[src/tsc_pkg.sv]
// Package for the timer status and control block: register map and fields.
// Assumes a 32-bit APB slave, one aligned word for each register.
package tsc_pkg;

	// Register byte addresses.
	localparam logic [11:0] ADDR_STATUS_CONTROL = 12'h000;
	localparam logic [11:0] ADDR_IRQ_STATUS = 12'h004;
	localparam logic [11:0] ADDR_IRQ_MASK = 12'h008;
	localparam logic [11:0] ADDR_EVENT = 12'h00c;

	// Field positions of the status/control register.
	localparam int OVF_BIT = 7;
	localparam int OIE_BIT = 6;
	localparam int CAS_BIT = 5;
	localparam int CLK_HI = 4;
	localparam int CLK_LO = 3;
	localparam int PS_HI = 2;
	localparam int PS_LO = 0;

	// Reset values.
	localparam logic [7:0] SC_RESET = 8'h00;
	localparam logic [1:0] IRQ_RESET = 2'h0;

	// Interrupt status bits.
	localparam int EV_OVF = 0;
	localparam int EV_WRAP = 1;

	// Clock source codes.
	localparam logic [1:0] CLK_NONE = 2'h0;
	localparam logic [1:0] CLK_BUS = 2'h1;
	localparam logic [1:0] CLK_FIXED = 2'h2;
	localparam logic [1:0] CLK_UNAVAIL = 2'h3;

	// Widths.
	localparam int PS_W = 3;
	localparam int DIV_W = 7;

endpackage : tsc_pkg

[src/tsc_timer_status_control.sv]
// Global status and control of a multi-channel timer/PWM module.
// Assumes an APB master on clk and a fixed-frequency clock enable pin.

// Behaviour
// - Set overflow flag when counter wraps to zero after reaching modulo.
// - Flag clears only on read while set, then write of zero.
// - An overflow between read and write restarts the clearing sequence.
// - Writing one leaves flag alone; reset clears it.
// - Enable bit plus flag raises interrupt request when mask bit 0 is set; reset clears enable.
// - Select clear: counter counts up, channels follow own mode bits.
// - Select set: up/down counting, all channels centre-aligned PWM.
// - Reset clears centre-align select, giving up-counting mode.
// - Clock source: 00 none, 01 bus, 10 fixed clock, 11 unavailable.
// - Prescale divides selected clock by two to the field value.
// - Prescaler divides whichever clock has been selected.
// - New prescale value acts on the next bus clock cycle.
// - Any control register write restarts the counter read latch.
// - Any control register write resets modulo byte-pair write latch.
module tsc_timer_status_control (
	// Clock and reset
	input wire logic clk,
	input wire logic rst,
	// APB
	input wire logic psel,
	input wire logic penable,
	input wire logic pwrite,
	input wire logic [11:0] paddr,
	input wire logic [31:0] pwdata,
	output logic [31:0] prdata,
	output logic pready,
	output logic pslverr,
	// Timer core
	input wire logic counter_wrap,
	input wire logic fixed_clk_tick,
	output logic count_tick,
	output logic count_enable,
	output logic count_updown,
	output logic center_aligned_pwm,
	output logic restart_read_latch,
	output logic reset_mod_latch,
	// Interrupt
	output logic irq
);

	logic overflow_flag_q;
	logic overflow_irq_enable_q;
	logic center_align_select_q;
	logic [1:0] clock_source_select_q;
	logic [tsc_pkg::PS_W-1:0] prescale_select_q;
	logic clear_armed_q;
	logic [1:0] irq_status_q;
	logic [1:0] irq_mask_q;
	logic fixed_tick_s;
	logic fixed_tick_d1_q;
	logic src_tick;
	logic presc_tick;
	logic access;
	logic wr;
	logic rd;
	logic [7:0] sc_value;

	function automatic logic hit(input logic [11:0] a, input logic [11:0] r);
		hit = (a == r);
	endfunction : hit

	assign access = psel && penable;
	assign wr = access && pwrite;
	assign rd = access && !pwrite;
	assign sc_value = {overflow_flag_q, overflow_irq_enable_q,
		center_align_select_q, clock_source_select_q, prescale_select_q};

	// The fixed clock arrives from another domain; only its rising edge
	// after the synchroniser counts as one source tick.
	tsc_sync u_fixed_sync (
		.clk(clk),
		.rst(rst),
		.d(fixed_clk_tick),
		.q(fixed_tick_s)
	);

	always_ff @(posedge clk) begin
		if (rst) begin
			fixed_tick_d1_q <= 1'b0;
		end else begin
			fixed_tick_d1_q <= fixed_tick_s;
		end
	end

	// Unavailable code gives no clock, so a stray code cannot run the
	// counter from an undefined source.
	always_comb begin
		unique case (clock_source_select_q)
			tsc_pkg::CLK_BUS: src_tick = 1'b1;
			tsc_pkg::CLK_FIXED: src_tick = fixed_tick_s && !fixed_tick_d1_q;
			tsc_pkg::CLK_UNAVAIL: src_tick = 1'b0;
			default: src_tick = 1'b0;
		endcase
	end

	tsc_prescaler #(
		.DIV_W(tsc_pkg::DIV_W)
	) u_prescaler (
		.clk(clk),
		.rst(rst),
		.prescale_select(prescale_select_q),
		.src_tick(src_tick),
		.tick(presc_tick)
	);

	// Control fields of the status/control register.
	always_ff @(posedge clk) begin
		if (rst) begin
			overflow_irq_enable_q <= tsc_pkg::SC_RESET[tsc_pkg::OIE_BIT];
			center_align_select_q <= tsc_pkg::SC_RESET[tsc_pkg::CAS_BIT];
			clock_source_select_q <=
				tsc_pkg::SC_RESET[tsc_pkg::CLK_HI:tsc_pkg::CLK_LO];
			prescale_select_q <= tsc_pkg::SC_RESET[tsc_pkg::PS_HI:tsc_pkg::PS_LO];
		end else if (wr && hit(paddr, tsc_pkg::ADDR_STATUS_CONTROL)) begin
			overflow_irq_enable_q <= pwdata[tsc_pkg::OIE_BIT];
			center_align_select_q <= pwdata[tsc_pkg::CAS_BIT];
			clock_source_select_q <= pwdata[tsc_pkg::CLK_HI:tsc_pkg::CLK_LO];
			prescale_select_q <= pwdata[tsc_pkg::PS_HI:tsc_pkg::PS_LO];
		end
	end

	// Overflow flag with its read-then-write-zero clearing sequence.
	// A wrap always wins and disarms, so a fresh overflow needs a new read.
	always_ff @(posedge clk) begin
		if (rst) begin
			overflow_flag_q <= 1'b0;
			clear_armed_q <= 1'b0;
		end else if (counter_wrap) begin
			overflow_flag_q <= 1'b1;
			clear_armed_q <= 1'b0;
		end else if (rd && hit(paddr, tsc_pkg::ADDR_STATUS_CONTROL) &&
			overflow_flag_q) begin
			clear_armed_q <= 1'b1;
		end else if (wr && hit(paddr, tsc_pkg::ADDR_STATUS_CONTROL)) begin
			if (clear_armed_q && !pwdata[tsc_pkg::OVF_BIT]) begin
				overflow_flag_q <= 1'b0;
			end
			clear_armed_q <= 1'b0;
		end
	end

	// Sticky event status, write one to clear; a new event wins.
	always_ff @(posedge clk) begin
		if (rst) begin
			irq_status_q <= tsc_pkg::IRQ_RESET;
		end else begin
			irq_status_q[tsc_pkg::EV_OVF] <= (overflow_flag_q &&
				overflow_irq_enable_q) || (irq_status_q[tsc_pkg::EV_OVF] &&
				!(wr && hit(paddr, tsc_pkg::ADDR_IRQ_STATUS) &&
				pwdata[tsc_pkg::EV_OVF]));
			irq_status_q[tsc_pkg::EV_WRAP] <= counter_wrap ||
				(irq_status_q[tsc_pkg::EV_WRAP] &&
				!(wr && hit(paddr, tsc_pkg::ADDR_IRQ_STATUS) &&
				pwdata[tsc_pkg::EV_WRAP]));
		end
	end

	always_ff @(posedge clk) begin
		if (rst) begin
			irq_mask_q <= tsc_pkg::IRQ_RESET;
		end else if (wr && hit(paddr, tsc_pkg::ADDR_IRQ_MASK)) begin
			irq_mask_q <= pwdata[1:0];
		end
	end

	// The overflow source is re-evaluated from the flag, so the request
	// stays up for as long as the flag, enable and mask bit EV_OVF are all set.
	always_ff @(posedge clk) begin
		if (rst) begin
			irq <= 1'b0;
		end else begin
			irq <= |(irq_status_q & irq_mask_q) ||
				(overflow_flag_q && overflow_irq_enable_q &&
				irq_mask_q[tsc_pkg::EV_OVF]);
		end
	end

	// Outputs to the timer core.
	always_ff @(posedge clk) begin
		if (rst) begin
			count_tick <= 1'b0;
			count_enable <= 1'b0;
			count_updown <= 1'b0;
			center_aligned_pwm <= 1'b0;
		end else begin
			count_tick <= presc_tick;
			count_enable <= (clock_source_select_q == tsc_pkg::CLK_BUS) ||
				(clock_source_select_q == tsc_pkg::CLK_FIXED);
			count_updown <= center_align_select_q;
			center_aligned_pwm <= center_align_select_q;
		end
	end

	always_ff @(posedge clk) begin
		if (rst) begin
			restart_read_latch <= 1'b0;
			reset_mod_latch <= 1'b0;
		end else begin
			restart_read_latch <= wr &&
				hit(paddr, tsc_pkg::ADDR_STATUS_CONTROL);
			reset_mod_latch <= wr &&
				hit(paddr, tsc_pkg::ADDR_STATUS_CONTROL);
		end
	end

	// APB slave: no wait states, read data registered.
	always_ff @(posedge clk) begin
		if (rst) begin
			pready <= 1'b0;
			pslverr <= 1'b0;
			prdata <= 32'h0000_0000;
		end else begin
			pready <= psel && !penable;
			pslverr <= psel && !penable &&
				!(hit(paddr, tsc_pkg::ADDR_STATUS_CONTROL) ||
				hit(paddr, tsc_pkg::ADDR_IRQ_STATUS) ||
				hit(paddr, tsc_pkg::ADDR_IRQ_MASK) ||
				hit(paddr, tsc_pkg::ADDR_EVENT));
			prdata <= 32'h0000_0000;
			if (psel && !penable && !pwrite) begin
				if (hit(paddr, tsc_pkg::ADDR_STATUS_CONTROL)) begin
					prdata <= {24'h00_0000, sc_value};
				end else if (hit(paddr, tsc_pkg::ADDR_IRQ_STATUS)) begin
					prdata <= {30'h0000_0000, irq_status_q};
				end else if (hit(paddr, tsc_pkg::ADDR_IRQ_MASK)) begin
					prdata <= {30'h0000_0000, irq_mask_q};
				end else if (hit(paddr, tsc_pkg::ADDR_EVENT)) begin
					prdata <= {29'h0000_0000, presc_tick, src_tick,
						clear_armed_q};
				end
			end
		end
	end

endmodule : tsc_timer_status_control

[src/tsc_sync.sv]
// Two-flop synchroniser for a level coming from outside the bus clock.
// Assumes the first flop is read only by the second.
module tsc_sync (
	// Clock and reset
	input wire logic clk,
	input wire logic rst,
	// Data
	input wire logic d,
	output logic q
);

	logic meta_q;

	always_ff @(posedge clk) begin
		if (rst) begin
			meta_q <= 1'b0;
			q <= 1'b0;
		end else begin
			meta_q <= d;
			q <= meta_q;
		end
	end

endmodule : tsc_sync

[src/tsc_prescaler.sv]
// Power-of-two prescaler on the selected timer clock enable.
// Assumes src_tick is a one-cycle pulse on the bus clock.
module tsc_prescaler #(
	parameter int DIV_W = tsc_pkg::DIV_W
) (
	// Clock and reset
	input wire logic clk,
	input wire logic rst,
	// Control
	input wire logic [tsc_pkg::PS_W-1:0] prescale_select,
	input wire logic src_tick,
	// Result
	output logic tick
);

	logic [DIV_W-1:0] div_q;
	logic [DIV_W:0] mask;

	// The mask is taken straight from the register, so a new factor acts
	// on the very next bus clock cycle.
	assign mask = ({{DIV_W{1'b0}}, 1'b1} << prescale_select) - 1'b1;

	always_ff @(posedge clk) begin
		if (rst) begin
			div_q <= '0;
		end else if (src_tick) begin
			div_q <= div_q + 1'b1;
		end
	end

	always_ff @(posedge clk) begin
		if (rst) begin
			tick <= 1'b0;
		end else begin
			tick <= src_tick && ((div_q & mask[DIV_W-1:0]) ==
				mask[DIV_W-1:0]);
		end
	end

endmodule : tsc_prescaler

[config.mk]
export PLATFORM = sky130hd
export DESIGN_NAME = tsc_timer_status_control
export DESIGN_NICKNAME = d
export VERILOG_FILES = /design/src/tsc_pkg.sv /design/src/tsc_timer_status_control.sv /design/src/tsc_sync.sv /design/src/tsc_prescaler.sv
export SDC_FILE = /design/constraint.sdc
export NUM_CORES = 1
export LEC_CHECK = 0
export BUFFER_PORTS_ARGS = -buffer_cell sky130_fd_sc_hd__buf_2
export CORE_MARGIN = 10
export CORE_UTILIZATION = 40
export DETAILED_ROUTE_END_ITERATION = 16
export PLACE_DENSITY = 0.7
export SYNTH_ARGS = -nofsm -noshare
export SYNTH_HDL_FRONTEND = slang
export SYNTH_HIERARCHICAL = 1
export SYNTH_SLANG_ARGS = --single-unit
export TNS_END_PERCENT = 30
[constraint.sdc]
create_clock -name clk -period 1.6 [get_ports clk]
set_input_delay 0.16 -clock clk [delete_from_list [all_inputs] [get_ports clk]]
set_output_delay 0.16 -clock clk [all_outputs]
set_load 0.01 [all_outputs]
==> metrics.txt, run 1 <==
outcome finished with violations; violated checks negative setup slack; global-route wire length before repair about 7 mm; Routed WL between 4 and 5 mm; combined global-route utilization of all metal layers roughly 11%; diode count 0; area of all placed cells without fillers approximately 2400 um^2; maximum number of pins on one net before global-route repair 38; vias in the first global route about 1600; die area 7960 um^2; final-report hold violation count 0; fraction of the yosys area taken by sequential cells about two fifths; post-CTS setup buffers 0; GR Layer Usage met2 19.3%; setup slack at placement -0.151 ns; critical path required time between 1.5 and 2 ns; Post-Syn Instances between 200 and 250; ys async rst share 0%; count of final setup violators 1; count of cell types in the netlist a little under 50; startpoint kind of the worst setup timing path flip-flop; Worst-path clk slew around 0.08 ns; instance area at placement 2210 um^2; number of enable flip-flop cells after synthesis 0; synth-to-layout area growth 24.0%; Mean Syn Cell Area around 9.5 um^2; row count 25; LEAKAGE around 1.0 nW; share of the synthesized area in the top cell type 40.7%; worst endpoint data arrival time 1.85 ns; hold crit path type primary input to flip-flop; category of the worst setup path capture point flip-flop; M1 GR Usage around an eighth; number of buffers inserted during clock tree synthesis 5; root buffer cell sky130_fd_sc_hd__clkbuf_8; post-synthesis register bit count 39; total half-perimeter wirelength after legalization and detailed placement 3.48 mm; CTS H-Tree Depth 2; via count between 1500 and 2000; Final Max Slew Viols 0; Clock Tree Buf Depth 2; Final Worst Setup Slack -0.0229 ns; peak-usage layer in the global routing report met2; DR iter-0 viols 54; Max transition margin between 60% and 70%; Port Buffer Count 43; Sink Count 39; clock insertion delay at the later pin of the skew report 0.29 ns; Detailed Routing Iterations Pass 1 4; final clock period utilization by the worst path 101%; number of design rule violations left after detail routing 0; routed vias/inst around 4.8; share of post-route cells with drive strength above 1 approximately a third; maxcap violations 0; antenna violations before repair 0; total I/O pin count slightly above 90; setup repair after global routing missed its margin true; gr ovfl total 0; shortest period the worst path allows 1.62 ns; cells taking the most area after synthesis sky130_fd_sc_hd__dfxtp_1 (41%), sky130_fd_sc_hd__buf_4 (11%), sky130_fd_sc_hd__nand2b_1 (5.2%); start-to-end type of the worst setup path flip-flop to flip-flop; average detailed-routed wire length per instance around 14 um; Setup Skew 0.00364 ns; Routed Antenna Nets 0; Die X-Extent just under 90 um; cell area after synthesis ~1900 um^2; highest achievable clock rate a little over 600 MHz; starting utilization of the core area 40.9%; dpl cells slightly above 300; worst-margin pin slew around 0.58 ns; power per cell area between 800 and 900 nW/um^2; R2R setup slack -0.02 ns; non-filler cells in the finished layout ~320; GR met3 Demand/Resource about 4.6%; peak ir drop on the vdd network 0.000367 V; Final GP Congestion 0.809; CTS tree done; critical path peak fanout 3; Die Y-Extent between 80 and 90 um; post-synth top area cell sky130_fd_sc_hd__dfxtp_1; top flip-flop cell by instance count after synthesis sky130_fd_sc_hd__dfxtp_1; core area around 4700 um^2; number of warnings printed during yosys synthesis 6; fin nets ~320
==> timing repair <==
item	4_1_cts	5_1_grt
pin swaps	1	7
endpoints found under the setup margin	3	6
gates resized for setup	1	9
hold buffers	0	0
gates cloned	0	0
==> worst max-delay path, cell delays in order, from the launching register on <==
cell and delay, ns:
sky130_fd_sc_hd__dfxtp_2 0.33, sky130_fd_sc_hd__inv_2 0.06, sky130_fd_sc_hd__ha_4 0.11, sky130_fd_sc_hd__and3b_2 0.20, sky130_fd_sc_hd__nor2_2 0.04, sky130_fd_sc_hd__nor2_2 0.16, sky130_fd_sc_hd__nand4_1 0.14, sky130_fd_sc_hd__or3_1 0.40
sky130_fd_sc_hd__a21oi_2 0.12
==> power by group <==
part,internal (mW),leakage [nW],switching [mW]
clock network,0.622,0.0644,0.359
logic,0.0641,0.655,0.0904
registers,0.978,0.317,0.00491
==> metal layers <==
layer  wire length, um  vias up
met5                 0        -
met4                31        0
met3               408        4
met2              2250       52
met1              1760      706
li1                  -      770
==> registers in the layout (all words and copies together) (netlist names) <==
name and flops:
u_prescaler/tick 1, overflow_irq_enable_q 1, irq_status_q 2, clear_armed_q 1, center_align_select_q 1, clock_source_select_q 2, u_fixed_sync/meta_q 1, reset_mod_latch 1
overflow_flag_q 1, count_enable 1, prdata 8, irq_mask_q 2, fixed_tick_d1_q 1, count_tick 1, prescale_select_q 3, irq 1
u_prescaler/div_q 7, pslverr 1, pready 1, center_aligned_pwm 1, u_fixed_sync/q 1
==> layout make-up <==
type / count / area (um^2)
timing repair buffer: 63 / 365
inverter: 6 / 22.5
multi-input combinational: 146 / 1000
fill: 441 / 2310
tap: 54 / 67.6
clock buffer: 5 / 68.8
clock inverter: 3 / 67.6
sequential: 39 / 783
==> kinds of logic after synthesis <==
logic type | after synthesis | synth area share, %
AND/OR/NAND/NOR | 79 | 26.5
buffers and inverters | 40 | 13.7
flip-flops | 39 | 40.7
AO/OA/AOI/OAI | 25 | 9.20
multiplexers | 11 | 5.87
XOR/XNOR | 4 | 1.83
adder cells (fa/ha/maj) | 3 | 1.96
other | 1 | 0.196
==> Yosys cell counts (2+ instances only) <==
library cell / count
sky130_fd_sc_hd__or4_1: 2
sky130_fd_sc_hd__nand2b_1: 16
sky130_fd_sc_hd__nor3b_1: 2
sky130_fd_sc_hd__and2_1: 6
sky130_fd_sc_hd__buf_2: 2
sky130_fd_sc_hd__clkbuf_1: 3
sky130_fd_sc_hd__and4b_1: 2
sky130_fd_sc_hd__nand2_1: 7
sky130_fd_sc_hd__nor4_1: 7
sky130_fd_sc_hd__o21ai_0: 2
sky130_fd_sc_hd__a211oi_1: 2
sky130_fd_sc_hd__nand4_1: 5
sky130_fd_sc_hd__a21oi_1: 6
sky130_fd_sc_hd__nor2_1: 10
sky130_fd_sc_hd__buf_4: 27
sky130_fd_sc_hd__ha_1: 3
sky130_fd_sc_hd__nor2b_1: 8
sky130_fd_sc_hd__mux2i_1: 9
sky130_fd_sc_hd__or4_4: 3
sky130_fd_sc_hd__or3_1: 2
sky130_fd_sc_hd__a21boi_0: 4
sky130_fd_sc_hd__xor2_1: 3
sky130_fd_sc_hd__o32ai_1: 2
sky130_fd_sc_hd__inv_1: 6
sky130_fd_sc_hd__dfxtp_1: 39
==> layout by cell type (no fill, tap or decap), drive strengths merged, types with 2 or more instances in the layout <==
master	instances
inv	6
a21boi	4
and2	6
or4	5
nand4	5
clkbuf	5
xor2	3
nor4	8
bufinv	2
ha	3
o21ai	3
nor2b	8
and4b	2
nand2b	16
nor2	10
dfxtp	39
or4b	2
nand2	7
o32ai	2
a21oi	6
mux2i	9
conb	24
nor3b	2
or3	2
buf	63
mux2	2
a211oi	3
==> worst paths after layout <==
check / cells past startpoint / from / endpoint
min: 2 / fixed_clk_tick / u_fixed_sync/meta_q$_SDFF_PP0_
min reg2reg: 1 / u_fixed_sync/meta_q$_SDFF_PP0_ / u_fixed_sync/q$_SDFF_PP0_
max: 8 / clock_source_select_q[0]$_SDFFE_PP0P_ / u_prescaler/div_q[6]$_SDFFE_PP0P_
max reg2reg: 8 / clock_source_select_q[0]$_SDFFE_PP0P_ / u_prescaler/div_q[6]$_SDFFE_PP0P_
==> through the flow <==
step                      hold slack (ns)  utilization (%)  setup TNS [ns]  power [mW]
after floorplan                     0.232                -         -0.0377        1.13
after global placement              0.369             47.1          -0.728        1.16
after detailed placement            0.378             47.1          -0.891        1.16
after CTS                          0.0637             50.1        -0.00855        2.14
after global routing               0.0758             50.7          -0.275        2.21
final                              0.0780             50.7         -0.0229        2.12
Note: power is estimated with default switching activity, not from simulation.
==> run 2, diff against run 1 <==
REMOVE_ABC_BUFFERS = 1   (was not set)
==> run 2 against run 1 <==
Effect of this change:
- the run now ends clean
- final cell count is 0.95% higher
- global-route usage is 0.49 points lower
- flip-flop and latch count stayed put
==> metrics.txt, run 2 (synthesis results as in run 1) <==
number of design rule violations left after detail routing 0 (unchanged); most frequent standard cell in the layout excluding fill and tap cells sky130_fd_sc_hd__buf_2 (unchanged); worst hold path stage count 2 (unchanged); count of final setup violators 0 (was 1); worst-margin pin slew 0.626 ns (was 0.575 ns); area of all placed cells without fillers 2380 um^2 (about the same); Die Y-Extent 89.2 um (unchanged); Hold-fix buffers, CTS 0 (unchanged); Largest Register prdata (unchanged); end of the worst hold path u_fixed_sync/meta_q$_SDFF_PP0_ (unchanged); shortest period the worst path allows 1.58 ns (was 1.62 ns); Die X-Extent 89.2 um (unchanged); average detailed-routed wire length per instance 13.6 um (was 14.1 um); filler cell count 443 (was 441); register cell area after layout 786 um^2 (was 783 um^2); start-to-end type of the worst setup path flip-flop to flip-flop (unchanged); total I/O pin count 92 (unchanged); routed vias/inst 4.84 (was 4.85); highest achievable clock rate 634 MHz (was 616 MHz); Worst-path clk slew 0.07 ns (was 0.08 ns); starting utilization of the core area 40.9% (unchanged); R2R setup slack 0.02 ns (was -0.02 ns); Port Buffer Count 43 (unchanged); LEAKAGE 1.05 nW (was 1.04 nW); combined global-route utilization of all metal layers 10.7% (was 11.2%); die area 7960 um^2 (unchanged); power per cell area 834 nW/um^2 (was 891 nW/um^2); CTS H-Tree Depth 2 (unchanged); maximum number of pins on one net before global-route repair 38 (unchanged); Detailed Routing Iterations Pass 1 4 (unchanged); registers with the most flip-flops prdata (8), u_prescaler/div_q (7), prescale_select_q (3) (unchanged); startpoint kind of the worst setup timing path flip-flop (unchanged); synth-to-layout area growth 23.9% (was 24.0%); number of flip-flops in the largest register 8 (unchanged); DR iter-0 viols 44 (was 54); Worst Hold Slack 0.0763 ns (was 0.0780 ns); area of combinational cells with multiple inputs 991 um^2 (was 1000 um^2); Final GP Congestion 0.826 (was 0.809); Critical-path top delay cell sky130_fd_sc_hd__or3_1 (unchanged); root buffer cell sky130_fd_sc_hd__clkbuf_8 (unchanged); worst reg2reg path depth 8 (unchanged); via count 1545 (was 1532); core area 4690 um^2 (unchanged); top library cells by usage in the layout, fill and taps aside sky130_fd_sc_hd__buf_2 (43), sky130_fd_sc_hd__dfxtp_1 (37), sky130_fd_sc_hd__conb_1 (24), sky130_fd_sc_hd__buf_4 (22), sky130_fd_sc_hd__nand2b_1 (16) (was sky130_fd_sc_hd__buf_2 (43), sky130_fd_sc_hd__dfxtp_1 (37), sky130_fd_sc_hd__conb_1 (24), sky130_fd_sc_hd__buf_4 (20), sky130_fd_sc_hd__nand2b_1 (16)); global-route wire length before repair 6.69 mm (was 7.00 mm); Crit Reg-Reg Endpoint u_prescaler/div_q[6]$_SDFFE_PP0P_ (unchanged); row count 25 (unchanged); Sink Count 39 (unchanged); critical path required time 1.83 ns (about the same); Routed WL 4.33 mm (was 4.44 mm); Setup Skew 0.00354 ns (was 0.00364 ns); final-report hold violation count 0 (unchanged); setup repair after global routing missed its margin true (unchanged); critical path peak fanout 3 (unchanged); Routed Antenna Nets 0 (unchanged); peak ir drop on the vdd network 0.000345 V (was 0.000367 V); Clock Tree Buf Depth 2 (unchanged); instance area at placement 2220 um^2 (was 2210 um^2); diode count 0 (unchanged); share of post-route cells with drive strength above 1 34.0% (was 34.7%); Max transition margin 57.9% (was 61.3%); kind of cell with the highest combined delay on the critical path simple AND/OR/NAND/NOR gates (unchanged); delay contributed by the slowest stage of the critical path 0.41 ns (was 0.40 ns); Final Max Slew Viols 0 (unchanged); outcome completed (was finished with violations); worst endpoint data arrival time 1.80 ns (was 1.85 ns); total half-perimeter wirelength after legalization and detailed placement 3.43 mm (was 3.48 mm); final clock period utilization by the worst path 98.6% (was 101%); antenna violations before repair 0 (unchanged); number of buffer and inverter instances along the worst setup path 1 (unchanged); fin nets 318 (was 315); category of the worst setup path capture point flip-flop (unchanged); number of buffers inserted during clock tree synthesis 5 (unchanged); clock insertion delay at the later pin of the skew report 0.29 ns (about the same); maxcap violations 0 (unchanged); CTS tree done (unchanged); origin of the critical flop-to-flop path clock_source_select_q[0]$_SDFFE_PP0P_ (unchanged); vias in the first global route 1503 (was 1550); sequence of cells on the critical path inv_2, ha_4, and3b_1, nor2_2, nor2_4, nand4_1, or3_1, a21oi_2 (was inv_2, ha_4, and3b_2, nor2_2, nor2_2, nand4_1, or3_1, a21oi_2); startpoint of the most critical hold path fixed_clk_tick (unchanged); gr ovfl total 0 (unchanged); hold crit path type primary input to flip-flop (unchanged); post-CTS setup buffers 0 (unchanged); Final Core Density 50.6% (was 50.7%)
## run 2: final cells by class
class                   count  share of cell area, %
multi-input cells         146                   41.7
well taps                  54                   2.84
inverters                   6                  0.948
flip-flops and latches     39                   33.1
clock buffers               6                   3.48
repair buffers             66                   16.5
clock inverters             2                   1.47
## run 2: where the power goes
group,switching (mW),leakage (nW),internal (mW),total (mW)
clock,0.339,0.0612,0.504,0.844
sequential,0.00501,0.317,0.977,0.982
combinational,0.0904,0.670,0.0666,0.157
total,0.435,1.05,1.55,1.98
## run 2: how the worst max path moves through the flow
stage	start	to	slack, ns	cells after the start
after global routing	clock_source_select_q[0]$_SDFFE_PP0P_	u_prescaler/div_q[6]$_SDFFE_PP0P_	-0.06	8
after floorplan	clock_source_select_q[0]$_SDFFE_PP0P_	u_prescaler/div_q[6]$_SDFFE_PP0P_	-0.15	6
final	clock_source_select_q[0]$_SDFFE_PP0P_	u_prescaler/div_q[6]$_SDFFE_PP0P_	0.02	8
after global placement	paddr[9]	center_align_select_q$_SDFFE_PP0P_	-0.21	5
after CTS	clock_source_select_q[1]$_SDFFE_PP0P_	u_prescaler/div_q[6]$_SDFFE_PP0P_	0.01	7
after detailed placement	paddr[9]	center_align_select_q$_SDFFE_PP0P_	-0.21	5
## run 2: metal layers
layer | vias up | global-route usage [%] | wire [um]
met5 | - | 0 | 0
met3 | 7 | 3.01 | 255
met2 | 39 | 18.1 | 2150
met1 | 724 | 12.1 | 1850
li1 | 775 | - | -
met4 | 0 | 5.20 | 73
## run 2: metrics by stage
step	std cells	setup TNS [ns]	setup slack [ns]	total power [mW]
after floorplan	191	-0.517	-0.151	1.07
after global placement	311	-2.18	-0.212	1.16
after detailed placement	311	-2.49	-0.211	1.16
after CTS	319	0	0.0115	2.01
after global routing	319	-0.0725	-0.0628	2.06
final	319	0	0.0224	1.98
## run 2: repair_timing
item	CTS	global route
hold endpoints to repair	0	0
pin swaps	0	7
resized for setup	1	10
setup endpoints to repair	2	8
==> run 3, diff against run 2 <==
CORE_UTILIZATION = 41   (was 40)
PLACE_DENSITY = 0.72   (was 0.7)
==> run 3 against run 2 <==
Effect of this change:
- register-to-register slack improved by 0.03 ns
- clock skew increased by 0.0034 ns
- utilization increased by 2.2 points
- non-clock buffer count increased by 2
- via count about the same
- final cell count unchanged
- sequential share of layout area increased by 0.21 points
- flip-flop and latch count unchanged
- clock power decreased by 24%
- largest power group unchanged
==> metrics.txt, run 3 (synthesis results as in run 1) <==
clock insertion delay at the later pin of the skew report 0.29 ns (about the same); via count 1544 (was 1545); GR Layer Usage met2 19.8% (was 18.1%); peak ir drop on the vdd network 0.000337 V (was 0.000345 V); fin nets 320 (was 318); register cell area after layout 782 um^2 (was 786 um^2); GR met3 Demand/Resource 3.86% (was 3.01%); top library cells by usage in the layout, fill and taps aside sky130_fd_sc_hd__buf_2 (43), sky130_fd_sc_hd__dfxtp_1 (38), sky130_fd_sc_hd__conb_1 (24), sky130_fd_sc_hd__buf_4 (24), sky130_fd_sc_hd__nand2b_1 (16) (was sky130_fd_sc_hd__buf_2 (43), sky130_fd_sc_hd__dfxtp_1 (37), sky130_fd_sc_hd__conb_1 (24), sky130_fd_sc_hd__buf_4 (22), sky130_fd_sc_hd__nand2b_1 (16)); Logic pwr share 8.7% (was 7.9%); Routed Antenna Nets 0 (unchanged); synth-to-layout area growth 22.5% (was 23.9%); average detailed-routed wire length per instance 13.9 um (was 13.6 um); number of design rule violations left after detail routing 0 (unchanged); area of combinational cells with multiple inputs 981 um^2 (was 991 um^2); final clock period utilization by the worst path 98.0% (was 98.6%); Final GP Congestion 0.809 (was 0.826); maxcap violations 0 (unchanged); combined global-route utilization of all metal layers 11.6% (was 10.7%); peak-usage layer in the global routing report met2 (unchanged); Die Y-Extent 88.4 um (was 89.2 um); maximum number of pins on one net before global-route repair 38 (unchanged); total half-perimeter wirelength after legalization and detailed placement 3.48 mm (was 3.43 mm); total I/O pin count 92 (unchanged); worst-margin pin slew 0.692 ns (was 0.626 ns); DR iter-0 viols 39 (was 44); startpoint kind of the worst setup timing path primary input (was flip-flop); number of flip-flops in the largest register 8 (unchanged); final-report hold violation count 0 (unchanged); hold crit path type primary input to flip-flop (unchanged); Net Sw Power 436 uW (was 435 uW); Die X-Extent 88.4 um (was 89.2 um); Final Power 1.78 mW (was 1.98 mW); power per cell area 756 nW/um^2 (was 834 nW/um^2); start-to-end type of the worst setup path primary input to flip-flop (was flip-flop to flip-flop); global-route wire length before repair 7.11 mm (was 6.69 mm); CTS tree done (unchanged); M1 GR Usage 12.5% (was 12.1%); Port Buffer Count 43 (unchanged); setup slack at placement -0.263 ns (was -0.211 ns); row count 24 (was 25); filler cell count 435 (was 443); sequential group share of total power 55.3% (was 49.5%); highest achievable clock rate 638 MHz (was 634 MHz); registers with the most flip-flops prdata (8), u_prescaler/div_q (7), prescale_select_q (3) (unchanged); count of final setup violators 0 (unchanged); category of the worst setup path capture point flip-flop (unchanged); Worst Hold Slack 0.0772 ns (was 0.0763 ns); worst endpoint data arrival time 1.75 ns (was 1.80 ns); Final Worst Setup Slack 0.0326 ns (was 0.0224 ns); outcome completed (unchanged); Detailed Routing Iterations Pass 1 4 (unchanged); fraction of power spent switching nets 24.5% (was 21.9%); gr ovfl total 0 (unchanged); dpl cells 309 (was 311); critical path peak fanout 6 (was 3); Hold-fix buffers, CTS 0 (unchanged); Setup Skew 0.00690 ns (was 0.00354 ns); Max transition margin 53.4% (was 57.9%); die area 7810 um^2 (was 7960 um^2); CTS H-Tree Depth 2 (unchanged); internal power summed over all cells 1.34 mW (was 1.55 mW); setup repair after global routing missed its margin true (unchanged); instance area at placement 2230 um^2 (was 2220 um^2); non-filler cells in the finished layout 319 (unchanged); Sink Count 39 (unchanged); starting utilization of the core area 43.2% (was 40.9%); core area 4440 um^2 (was 4690 um^2); routed vias/inst 4.84 (about the same); diode count 0 (unchanged); Clock Tree Buf Depth 2 (unchanged); LEAKAGE 1.04 nW (was 1.05 nW); Routed WL 4.43 mm (was 4.33 mm); most frequent standard cell in the layout excluding fill and tap cells sky130_fd_sc_hd__buf_2 (unchanged); shortest period the worst path allows 1.57 ns (was 1.58 ns); area of all placed cells without fillers 2350 um^2 (was 2380 um^2); Clock power frac 35.9% (was 42.6%); Final Max Slew Viols 0 (unchanged); root buffer cell sky130_fd_sc_hd__clkbuf_8 (unchanged); critical path required time 1.78 ns (was 1.83 ns); vias in the first global route 1580 (was 1503); Largest Register prdata (unchanged); share of post-route cells with drive strength above 1 33.7% (was 34.0%); number of buffers inserted during clock tree synthesis 5 (unchanged); Worst-path clk slew 0.07 ns (about the same); antenna violations before repair 0 (unchanged)
## run 3: cell types whose count changed in the layout (fill, tap and decap cells not counted), sizes merged
cell    previous run  this run
buf               66        68
clkinv             1         3
bufinv             1         0
clkbuf             6         5
## run 3: repair_timing
action | 4_1_cts | 5_1_grt
pin swaps | 0 | 7
endpoints found under the setup margin | 2 | 5
buffers inserted | 0 | 2
resized for setup | 2 | 5
## run 3: final timing paths
kind / startpoint / endpoint / slack, ns / cells past startpoint
hold reg to reg: u_fixed_sync/meta_q$_SDFF_PP0_ / u_fixed_sync/q$_SDFF_PP0_ / 0.44 / 1
hold / removal: fixed_clk_tick / u_fixed_sync/meta_q$_SDFF_PP0_ / 0.08 / 2
setup reg to reg: clock_source_select_q[0]$_SDFFE_PP0P_ / u_prescaler/div_q[6]$_SDFFE_PP0P_ / 0.05 / 8
setup / recovery: paddr[9] / center_align_select_q$_SDFFE_PP0P_ / 0.03 / 5
## run 3: through the flow
stage                     TNS [ns]  utilization, %
after detailed placement     -2.21            50.2
after global routing        -0.153            52.9
after CTS                        0            52.2
final                            0            52.9
after global placement       -1.87            50.2
after floorplan             -0.517               -
## run 3: final cells by class
type | instances | area share, %
Multi-Input combinational cell | 146 | 41.7
Sequential cell | 39 | 33.3
Timing Repair Buffer | 68 | 17.7
Clock buffer | 5 | 2.93
Tap cell | 52 | 2.77
Inverter | 6 | 0.958
Clock inverter | 3 | 0.639
## run 3: critical path, cell delays in order
cell and delay, ns:
sky130_fd_sc_hd__buf_2 0.10, sky130_fd_sc_hd__or4_1 0.66, sky130_fd_sc_hd__nor4_1 0.35, sky130_fd_sc_hd__buf_4 0.17, sky130_fd_sc_hd__mux2_1 0.31
## run 3: power groups by stage
stage / logic, mW / clock network [mW] / registers (mW)
after detailed placement: 0.152 / 0 / 1.01
after CTS: 0.152 / 0.662 / 0.983
final: 0.155 / 0.638 / 0.984
after global placement: 0.150 / 0 / 1.01
after global routing: 0.173 / 0.701 / 0.985
after floorplan: 0.0646 / 0 / 1.01
## run 3: per-layer routing
| layer | part of all wire (%) | vias up |
|---|---|---|
| li1 | - | 783 |
| met1 | 43 | 711 |
| met2 | 48 | 42 |
| met3 | 7.1 | 8 |
| met4 | 1.7 | 0 |
| met5 | 0 | - |
